--- src/isc_pkg.sv ---
// Function
// - private cfg bits 31:30 hold ID 31 (legacy irq input), reset 0x1 low-level.
// - private cfg bits 29:28 hold ID 30 watchdog, reset 0x3 edge-sensitive.
// - private cfg bits 27:26 hold ID 29 private timer, reset 0x3 edge-sensitive.
// - private cfg bits 25:24 hold ID 28 (legacy fast irq input), reset 0x1 low-level.
// - private cfg bits 23:22 hold ID 27 global timer, reset 0x3 edge-sensitive.
// - private cfg bits 21:0 have no effect; writes to them are ignored.
// - shared field value 01 means high-level sensing, 11 means rising-edge sensing.
// - shared field lower bit is read-only one; only the upper bit is writable.
// - every shared field resets to 0x1, high-level sensing.
// - cfg_a holds IDs 47,44,43,42,39,32 at 31:30,25:24,23:22,21:20,15:14,1:0.
// - cfg_b holds IDs 63,59,58,52,48 at 31:30,23:22,21:20,9:8,1:0.
// - cfg_c holds IDs 79,68,64 at 31:30,9:8,1:0.
// - the four registers decode at base 0xF8F00000 plus 0x1C04..0x1C10.
package isc_pkg;

  // address map
  localparam logic [31:0] ISC_DIST_BASE = 32'hF8F0_0000;
  localparam logic [31:0] ISC_OFS_PRIV = 32'h0000_1C04;
  localparam logic [31:0] ISC_OFS_CFG_A = 32'h0000_1C08;
  localparam logic [31:0] ISC_OFS_CFG_B = 32'h0000_1C0C;
  localparam logic [31:0] ISC_OFS_CFG_C = 32'h0000_1C10;

  // register select codes
  localparam logic [2:0] ISC_SEL_NONE = 3'h0;
  localparam logic [2:0] ISC_SEL_PRIV = 3'h1;
  localparam logic [2:0] ISC_SEL_A = 3'h2;
  localparam logic [2:0] ISC_SEL_B = 3'h3;
  localparam logic [2:0] ISC_SEL_C = 3'h4;

  // interrupt ID ranges
  localparam int ISC_ID_FIRST = 27;
  localparam int ISC_ID_LAST = 79;
  localparam int ISC_SPI_FIRST = 32;
  localparam int ISC_FIELDS = 16;
  localparam int ISC_PRIV_FIELD0 = 11;
  localparam int ISC_ID_LEGACY_FIQ = 28;
  localparam int ISC_ID_LEGACY_IRQ = 31;

  // implemented field masks, one bit per 2-bit field
  localparam logic [15:0] ISC_MASK_PRIV = 16'hF800;
  localparam logic [15:0] ISC_MASK_A = 16'h9C81;
  localparam logic [15:0] ISC_MASK_B = 16'h8C11;
  localparam logic [15:0] ISC_MASK_C = 16'h8011;

  // private field reset values, index 0 is ID 27
  localparam logic [1:0] ISC_RST_ID27 = 2'h3;
  localparam logic [1:0] ISC_RST_ID28 = 2'h1;
  localparam logic [1:0] ISC_RST_ID29 = 2'h3;
  localparam logic [1:0] ISC_RST_ID30 = 2'h3;
  localparam logic [1:0] ISC_RST_ID31 = 2'h1;
  localparam logic [9:0] ISC_RST_PRIV = {ISC_RST_ID31, ISC_RST_ID30, ISC_RST_ID29, ISC_RST_ID28, ISC_RST_ID27};
  // shared upper bit reset, field then reads 01
  localparam logic ISC_RST_SPI_HI = 1'b0;
  localparam logic ISC_SPI_LO_BIT = 1'b1;

  // address to register select
  function automatic logic [2:0] isc_addr_sel(input logic [31:0] addr);
    logic [2:0] sel;
    sel = ISC_SEL_NONE;
    if (addr == ISC_DIST_BASE + ISC_OFS_PRIV)
      sel = ISC_SEL_PRIV;
    else if (addr == ISC_DIST_BASE + ISC_OFS_CFG_A)
      sel = ISC_SEL_A;
    else if (addr == ISC_DIST_BASE + ISC_OFS_CFG_B)
      sel = ISC_SEL_B;
    else if (addr == ISC_DIST_BASE + ISC_OFS_CFG_C)
      sel = ISC_SEL_C;
    return sel;
  endfunction

endpackage

--- src/isc_sync.sv ---
`timescale 1ns/1ps
// two-flop synchroniser for pin-level inputs
module isc_sync #(
  parameter int WIDTH = 1,
  // idle level of each pin, so no false edge or level follows reset
  parameter logic [WIDTH-1:0] RST_VAL = '0
) (
  input wire logic core_clk_i,
  input wire logic nrst_i,
  input wire logic [WIDTH-1:0] async_i,
  output logic [WIDTH-1:0] sync_o
);
  import isc_pkg::*;

  typedef struct packed {
    logic [WIDTH-1:0] meta;
    logic [WIDTH-1:0] stable;
  } isc_sync_s;

  isc_sync_s st_q;
  isc_sync_s st_d;

  // first stage feeds only the second stage
  always_comb
  begin
    st_d.meta = async_i;
    st_d.stable = st_q.meta;
  end

  always_ff @(posedge core_clk_i or negedge nrst_i)
  begin
    if (!nrst_i)
    begin
      st_q.meta <= RST_VAL;
      st_q.stable <= RST_VAL;
    end
    else
      st_q <= st_d;
  end

  assign sync_o = st_q.stable;

endmodule // isc_sync

--- src/isc_sense.sv ---
`timescale 1ns/1ps
// one interrupt line: level follow or edge-captured pending
module isc_sense #(
  parameter logic ACTIVE_LOW = 1'b0
) (
  input wire logic core_clk_i,
  input wire logic nrst_i,
  input wire logic line_i,
  input wire logic edge_mode_i,
  input wire logic pend_clr_i,
  output logic req_o
);
  import isc_pkg::*;

  typedef struct packed {
    logic prev;
    logic req;
  } isc_sense_s;

  isc_sense_s st_q;
  isc_sense_s st_d;
  logic active;
  logic rise;

  // active-low legacy lines are turned around here so edges mean assertion
  assign active = line_i ^ ACTIVE_LOW;
  assign rise = active & ~st_q.prev;

  // set beats clear so an edge landing on the clear cycle is kept
  always_comb
  begin
    st_d.prev = active;
    if (edge_mode_i)
      st_d.req = rise | (st_q.req & ~pend_clr_i);
    else
      st_d.req = active;
  end

  always_ff @(posedge core_clk_i or negedge nrst_i)
  begin
    if (!nrst_i)
      st_q <= '0;
    else
      st_q <= st_d;
  end

  assign req_o = st_q.req;

endmodule // isc_sense

--- src/isc_sense_cfg.sv ---
// Design decision made here: the strobed register port.
`timescale 1ns/1ps
// interrupt sensitivity configuration registers with per-line sensing
module isc_sense_cfg (
  input wire logic core_clk_i,
  input wire logic nrst_i,
  // register port
  input wire logic [31:0] reg_addr_i,
  input wire logic [31:0] reg_wdata_i,
  input wire logic reg_wr_i,
  input wire logic reg_rd_i,
  output logic [31:0] reg_rdata_o,
  // interrupt lines from pins, index is the interrupt ID
  input wire logic [isc_pkg::ISC_ID_LAST:isc_pkg::ISC_ID_FIRST] irq_line_i,
  // pending clear from the distributor, same clock
  input wire logic [isc_pkg::ISC_ID_LAST:isc_pkg::ISC_ID_FIRST] pend_clr_i,
  // per-ID edge select and request towards the distributor
  output logic [isc_pkg::ISC_ID_LAST:isc_pkg::ISC_ID_FIRST] sense_edge_o,
  output logic [isc_pkg::ISC_ID_LAST:isc_pkg::ISC_ID_FIRST] irq_req_o
);
  import isc_pkg::*;

  localparam int NSPI = ISC_ID_LAST - ISC_SPI_FIRST + 1;
  localparam int NPRIV = ISC_SPI_FIRST - ISC_ID_FIRST;
  localparam int NLINES = ISC_ID_LAST - ISC_ID_FIRST + 1;
  // legacy lines idle high; their sync flops reset high so they start inactive
  localparam logic [NLINES-1:0] LOW_LINES = (NLINES'(1) << (ISC_ID_LEGACY_FIQ - ISC_ID_FIRST))
    | (NLINES'(1) << (ISC_ID_LEGACY_IRQ - ISC_ID_FIRST));

  typedef struct packed {
    logic [NPRIV-1:0][1:0] priv;
    logic [NSPI-1:0] spi_hi;
    logic [31:0] rdata;
  } isc_cfg_s;

  isc_cfg_s st_q;
  isc_cfg_s st_d;

  logic [2:0] wr_sel;
  logic [2:0] rd_sel;
  logic [31:0] word_priv;
  logic [31:0] word_a;
  logic [31:0] word_b;
  logic [31:0] word_c;
  logic [1:0] wr_idx;
  logic [15:0] wr_mask;
  logic [ISC_ID_LAST:ISC_ID_FIRST] line_sync;

  // shared register index: 0 is cfg_a, 1 cfg_b, 2 cfg_c
  function automatic logic [15:0] spi_mask(input int reg_idx);
    logic [15:0] m;
    m = '0;
    case (reg_idx)
      0: m = ISC_MASK_A;
      1: m = ISC_MASK_B;
      2: m = ISC_MASK_C;
      default: m = '0;
    endcase
    return m;
  endfunction

  // build one shared read word; absent fields read 00
  function automatic logic [31:0] spi_word(input logic [NSPI-1:0] hi, input int reg_idx);
    logic [31:0] w;
    logic [15:0] m;
    w = '0;
    m = spi_mask(reg_idx);
    for (int f = 0; f < ISC_FIELDS; f++)
    begin
      if (m[f])
      begin
        w[2*f+1] = hi[reg_idx*ISC_FIELDS+f];
        w[2*f] = ISC_SPI_LO_BIT;
      end
      // unlisted fields stay zero
    end
    return w;
  endfunction

  // decode both strobes against the distributor map
  assign wr_sel = isc_addr_sel(reg_addr_i);
  assign rd_sel = wr_sel;

  // shared register index and its field mask; only used when a shared register is hit
  assign wr_idx = 2'(wr_sel - ISC_SEL_A);
  assign wr_mask = spi_mask(int'(wr_idx));

  // private word: fields 11..15 hold IDs 27..31, low bits read zero
  always_comb
  begin
    word_priv = '0;
    for (int f = ISC_PRIV_FIELD0; f < ISC_FIELDS; f++)
    begin
      if (ISC_MASK_PRIV[f])
        word_priv[2*f +: 2] = st_q.priv[f-ISC_PRIV_FIELD0];
    end
  end

  assign word_a = spi_word(st_q.spi_hi, 0);
  assign word_b = spi_word(st_q.spi_hi, 1);
  assign word_c = spi_word(st_q.spi_hi, 2);

  // register writes and the one-cycle read answer
  always_comb
  begin
    st_d = st_q;
    st_d.rdata = '0;
    if (reg_wr_i)
    begin
      case (wr_sel)
        ISC_SEL_PRIV:
        begin
          // both bits of each private field are writable; bits 21:0 dropped
          for (int f = ISC_PRIV_FIELD0; f < ISC_FIELDS; f++)
          begin
            if (ISC_MASK_PRIV[f])
              st_d.priv[f-ISC_PRIV_FIELD0] = reg_wdata_i[2*f +: 2];
          end
        end
        ISC_SEL_A, ISC_SEL_B, ISC_SEL_C:
        begin
          // only the upper bit lands; lower bit is fixed at one
          for (int f = 0; f < ISC_FIELDS; f++)
          begin
            if (wr_mask[f])
              st_d.spi_hi[int'(wr_idx)*ISC_FIELDS+f] = reg_wdata_i[2*f+1];
          end
        end
        default:
        begin
          // unmapped write is dropped
        end
      endcase
    end
    if (reg_rd_i)
    begin
      case (rd_sel)
        ISC_SEL_PRIV: st_d.rdata = word_priv;
        ISC_SEL_A: st_d.rdata = word_a;
        ISC_SEL_B: st_d.rdata = word_b;
        ISC_SEL_C: st_d.rdata = word_c;
        default: st_d.rdata = '0; // unmapped reads give zero
      endcase
    end
  end

  // reset: private fields per line, shared fields to high-level
  always_ff @(posedge core_clk_i or negedge nrst_i)
  begin
    if (!nrst_i)
    begin
      st_q.priv <= ISC_RST_PRIV;
      st_q.spi_hi <= {NSPI{ISC_RST_SPI_HI}};
      st_q.rdata <= '0;
    end
    else
      st_q <= st_d;
  end

  // data stands only in the cycle after the read strobe
  assign reg_rdata_o = st_q.rdata;

  // pins come from outside the clock domain
  isc_sync #(
    .WIDTH(NLINES),
    .RST_VAL(LOW_LINES)
  ) u_line_sync (
    .core_clk_i(core_clk_i),
    .nrst_i(nrst_i),
    .async_i(irq_line_i),
    .sync_o(line_sync)
  );

  // edge select per ID: upper field bit; private 01 is level, 11 edge
  always_comb
  begin
    sense_edge_o = '0;
    for (int id = ISC_ID_FIRST; id < ISC_SPI_FIRST; id++)
      sense_edge_o[id] = st_q.priv[id-ISC_ID_FIRST][1];
    for (int id = ISC_SPI_FIRST; id <= ISC_ID_LAST; id++)
      sense_edge_o[id] = st_q.spi_hi[id-ISC_SPI_FIRST];
  end

  // one detector per line; the two legacy inputs are low-active
  generate
    for (genvar id = ISC_ID_FIRST; id <= ISC_ID_LAST; id++)
    begin : g_line
      isc_sense #(
        .ACTIVE_LOW((id == ISC_ID_LEGACY_FIQ) || (id == ISC_ID_LEGACY_IRQ))
      ) u_sense (
        .core_clk_i(core_clk_i),
        .nrst_i(nrst_i),
        .line_i(line_sync[id]),
        .edge_mode_i(sense_edge_o[id]),
        .pend_clr_i(pend_clr_i[id]),
        .req_o(irq_req_o[id])
      );
    end
  endgenerate

endmodule // isc_sense_cfg

--- config.mk ---
export PLATFORM = sky130hd
export DESIGN_NAME = isc_sense_cfg
export DESIGN_NICKNAME = d
export VERILOG_FILES = /design/src/isc_pkg.sv /design/src/isc_sync.sv /design/src/isc_sense.sv /design/src/isc_sense_cfg.sv
export SDC_FILE = /design/constraint.sdc
export NUM_CORES = 1
export LEC_CHECK = 0
export ABC_AREA = 0
export ABC_CLOCK_PERIOD_IN_PS = 2700
export BUFFER_PORTS_ARGS = -buffer_cell sky130_fd_sc_hd__buf_2
export CORE_UTILIZATION = 25
export DETAILED_ROUTE_END_ITERATION = 8
export PLACE_DENSITY = 0.54
export SETUP_SLACK_MARGIN = 0.3
export SYNTH_ARGS = -nofsm -noshare
export SYNTH_HDL_FRONTEND = slang
export SYNTH_SLANG_ARGS = --single-unit
--- constraint.sdc ---
create_clock -name core_clk_i -period 2.7 [get_ports core_clk_i]
set_input_delay 0.54 -clock core_clk_i [delete_from_list [all_inputs] [get_ports core_clk_i]]
set_output_delay 0.54 -clock core_clk_i [all_outputs]
set_load 0.05 [all_outputs]
==> impl_results.rst <==
.. list-table::
   :header-rows: 1

   * - Metric
     - Value
   * - Outcome
     - complete, no violations
   * - Post-synthesis cell area
     - 8410 sq um
   * - Vias after detailed routing
     - 4781
   * - Power dissipated by switching net loads
     - 1.93 mW
   * - Slowest cell delay on critical path
     - 0.53 ns
   * - Port Buffer Count
     - 225
   * - Combined flip-flop and latch cell area
     - 5870 sq um
   * - Clock tree from TritonCTS
     - done
   * - Total gr overflow
     - 0
   * - Drt first-iter violations
     - 90
   * - Share of final-layout standard cells stronger than drive strength 1
     - 49.4%
   * - Weighted congestion at the end of routability-driven global placement
     - 0.739
   * - Share of the clock period used by the worst path after layout
     - 98.9%
   * - Layout Utilization
     - 33.2%
   * - Buffering stage count on the worst path with inverters included
     - 2
   * - Dominant delay contributor by cell family on the critical path
     - simple AND/OR/NAND/NOR gates
   * - Hold/Removal Path Class
     - primary input to register
   * - DIE WIDTH
     - 185 microns
   * - Largest driver fanout on the critical path
     - 4
   * - Number of buffers created by CTS
     - 27
   * - Worst vdd rail ir drop
     - 0.459 mV
   * - Die extent in y
     - 185 microns
   * - Part of the Yosys area used for sequential elements
     - 69.8%
   * - Fill count
     - 3346
   * - Power after layout
     - 8.13 mW
   * - Number of sinks handled by clock tree synthesis
     - 234
   * - Max Buffers Root-to-Sink
     - 3
   * - Floorplan Core Area
     - 32900 sq um
   * - Routed len/inst
     - 14.6 microns
   * - Async SR Flop Fraction
     - 100%
   * - Nets@finish
     - 978
   * - Initial Util
     - 25.6%
   * - Clock period minus final worst setup slack
     - 2.67 ns
   * - Site Rows
     - 66
   * - Overall fraction of global-route tracks in use
     - 10.5%
   * - Synthesized area per cell
     - 13.8 sq um
   * - Skew final
     - 0.00753 ns
   * - Syn Inst Count
     - 609
   * - Power density over cell area
     - 747 nW/um^2
   * - Arrival time at the worst endpoint
     - 3.09 ns
   * - Multi-input logic area
     - 1870 sq um
   * - Instance area at placement
     - 9560 sq um
   * - Synthesized flop and latch total
     - 234
   * - Count of pins over their slew limit
     - 0
   * - First-pass iteration count of the detailed router
     - 4
   * - Area fraction of the dominant cell type after synthesis
     - 66.0%
   * - Max cap viols
     - 0
   * - Post-detailed-route DRC marker count
     - 0
   * - H-tree depth reported by CTS
     - 1
   * - Required @ worst endpoint
     - 3.12 ns
   * - Clock Latency Late Sink
     - 0.53 ns
   * - R2R Setup Slk
     - 1.55 ns
   * - Chain of cells forming the critical path
     - buf_6 -> or4bb_1 -> or3_4 -> nor4_4 -> nand2_2 -> ha_4 -> nor2_4 -> nor2_2 -> o211ai_1 -> buf_4 -> mux2_2
   * - Number of global-route vias before repair
     - 4828
   * - Number of hold violations in the final report
     - 0
   * - Count of nets left with antenna violations after detail routing
     - 0
   * - Final instance area
     - 10900 sq um
   * - Unrepaired setup endpoints after global routing
     - yes
   * - Cell leakage power
     - 5.27 nW
   * - Synth Flop Type
     - sky130_fd_sc_hd__dfrtp_1
   * - Drt via density
     - 3.78
   * - Kind of end point of the critical path
     - register
   * - Number of enable-type register cells in the synthesized netlist
     - 0
   * - Cell types occupying the most area after synthesis
     - sky130_fd_sc_hd__dfrtp_1, sky130_fd_sc_hd__buf_4, sky130_fd_sc_hd__mux2_2
   * - Total I/O pin count
     - 312
   * - Hpwl dp
     - 13.2 mm
   * - Logic pwr share
     - 6.7%
   * - Global-route wire length before repair
     - 27.3 mm
   * - Maximum number of pins on one net before global-route repair
     - 60
   * - DRT Wirelength
     - 18.4 mm
   * - Die area
     - 34400 sq um
   * - Critical path class
     - primary input to register
   * - Highest clock frequency the design can meet
     - 0.374 GHz
   * - Yosys top cell by area
     - sky130_fd_sc_hd__dfrtp_1
   * - Design internal power
     - 6.21 mW
   * - Net switching fraction of the power
     - 23.7%
   * - Final setup violating endpoints
     - 0
   * - Part of the total power dissipated in the clock network
     - 47.8%
   * - Number of unique standard cell types used by synthesis
     - 42
   * - Part of the total power dissipated in sequential elements
     - 45.4%
   * - Clock-pin transition on the worst setup and hold timing paths
     - 0.06 ns
   * - Library cell used as clock root buffer
     - sky130_fd_sc_hd__clkbuf_16
   * - Critical-path cell with the highest stage delay
     - sky130_fd_sc_hd__or4bb_1
   * - Yosys warning total
     - 0
   * - Worst Setup Start Kind
     - primary input
   * - Area delta synth->final
     - 29.5%
   * - Number of antenna violations at the first check in global routing
     - 3
==> worst reg2reg max path: cells and delay by family, from the launching register on <==
| kind | cells | cell delay (ns) |
|---|---|---|
| AO/OA/AOI/OAI | 2 | 0.45 |
| flip-flops | 1 | 0.46 |
| AND/OR/NAND/NOR | 2 | 0.17 |
==> area by class of cell <==
cell class	instances	share of cell area, %
Antenna cell	3	0.0689
Clock buffer	33	6.78
Clock inverter	17	2.16
Inverter	18	0.620
Multi-Input combinational cell	252	17.2
Sequential cell	234	53.9
Tap cell	442	5.08
Timing Repair Buffer	266	14.3
==> cell usage after synthesis (all sizes together) (3+ instances only) <==
cell,count
a21oi,9
a22o,3
a22oi,5
a32o,11
and2,3
and3,5
and4,3
buf,140
clkbuf,5
dfrtp,222
dfstp,12
ha,5
inv,18
mux2,31
nand2,65
nand3,5
nor2,15
nor4,3
nor4b,4
o21ai,16
==> worst paths after layout <==
check,cells after the start,startpoint,to
max,11,reg_addr_i[8],sense_edge_o[32]$_DFFE_PN0P_
min,1,irq_line_i[31],u_line_sync.st_d[4]$_DFF_PN1_
max reg2reg,4,sense_edge_o[79]$_DFFE_PN0P_,reg_rdata_o[31]$_DFF_PN0_
min reg2reg,0,u_line_sync.st_d[48]$_DFF_PN0_,u_line_sync.sync_o[48]$_DFF_PN0_
max in group asynchronous,3,nrst_i,sense_edge_o[29]$_DFFE_PN1P_
min in group asynchronous,2,nrst_i,u_line_sync.st_d[35]$_DFF_PN0_
==> cell usage in the layout (no fill, tap or decap), types with 5 or more instances in the layout <==
cell type / synthesis / layout
sky130_fd_sc_hd__inv_1: 18 / 18
sky130_fd_sc_hd__a21oi_2: 0 / 5
sky130_fd_sc_hd__dfstp_2: 12 / 12
sky130_fd_sc_hd__nor2_1: 15 / 10
sky130_fd_sc_hd__clkbuf_16: 0 / 27
sky130_fd_sc_hd__dfrtp_1: 222 / 222
sky130_fd_sc_hd__buf_4: 138 / 25
sky130_fd_sc_hd__mux2_4: 0 / 10
sky130_fd_sc_hd__a32o_1: 11 / 11
sky130_fd_sc_hd__buf_2: 1 / 222
sky130_fd_sc_hd__clkinv_2: 0 / 6
sky130_fd_sc_hd__bufinv_16: 0 / 5
sky130_fd_sc_hd__mux2_2: 31 / 21
sky130_fd_sc_hd__conb_1: 1 / 41
sky130_fd_sc_hd__buf_6: 1 / 12
sky130_fd_sc_hd__o21ai_0: 16 / 13
sky130_fd_sc_hd__nand2_1: 65 / 60
==> power groups by stage <==
| stage | sequential (mW) | clock [mW] | combinational, mW |
|---|---|---|---|
| finish | 3.70 | 3.89 | 0.548 |
| global route | 3.71 | 4.16 | 0.592 |
| CTS | 3.70 | 4.05 | 0.559 |
| detailed placement | 3.76 | 0 | 0.552 |
| global placement | 3.75 | 0 | 0.546 |
| floorplan | 3.75 | 0 | 0.418 |
==> per-stage QoR <==
stage | TNS, ns | setup WS, ns | hold slack (ns) | instances
3_3_place_gp | -15.38 | -0.571 | 0.331 | 1203
3_5_place_dp | -16.54 | -0.593 | 0.335 | 1203
6_report | 0 | 0.0289 | 0.106 | 1265
5_1_grt | -0.389 | -0.0865 | 0.0718 | 1262
4_1_cts | 0 | 0.0734 | 0.0725 | 1260
2_1_floorplan | -5.37 | -0.317 | 0.244 | 649
==> sequential cells by signal, summed over array words and instances (netlist names) <==
| signal | cells |
|---|---|
| reg_rdata_o | 18 |
| g_line.u_sense.st_q | 53 |
| g_line.u_sense.req_o | 26 |
| u_line_sync.st_d | 53 |
| st_q | 5 |
| u_line_sync.sync_o | 53 |
| sense_edge_o | 26 |
==> kinds of logic after synthesis <==
logic type               Yosys count  share of synthesized area (%)
flip-flops                       234                           69.8
AO/OA/AOI/OAI                     55                           4.73
multiplexers                      33                           4.39
AND/OR/NAND/NOR                  118                           6.80
other                              1                         0.0446
buffers and inverters            163                           13.5
adder cells (fa/ha/maj)            5                          0.743
==> repair_timing <==
item | 4_1_cts | 5_1_grt
buffers inserted | 6 | 2
endpoints found under the hold margin | 53 | 0
pin swaps | 16 | 9
hold buffers | 1 | 0
endpoints found under the setup margin | 30 | 33
resized for setup | 40 | 27
==> per-layer routing <==
metal	track usage, %	up-vias	wire, microns
met5	0	-	0
met4	3.87	0	587
met3	3.25	30	1240
met2	17.5	157	9160
met1	12.5	2355	7450
li1	-	2239	-
Note: power is estimated with default switching activity, not from simulation.
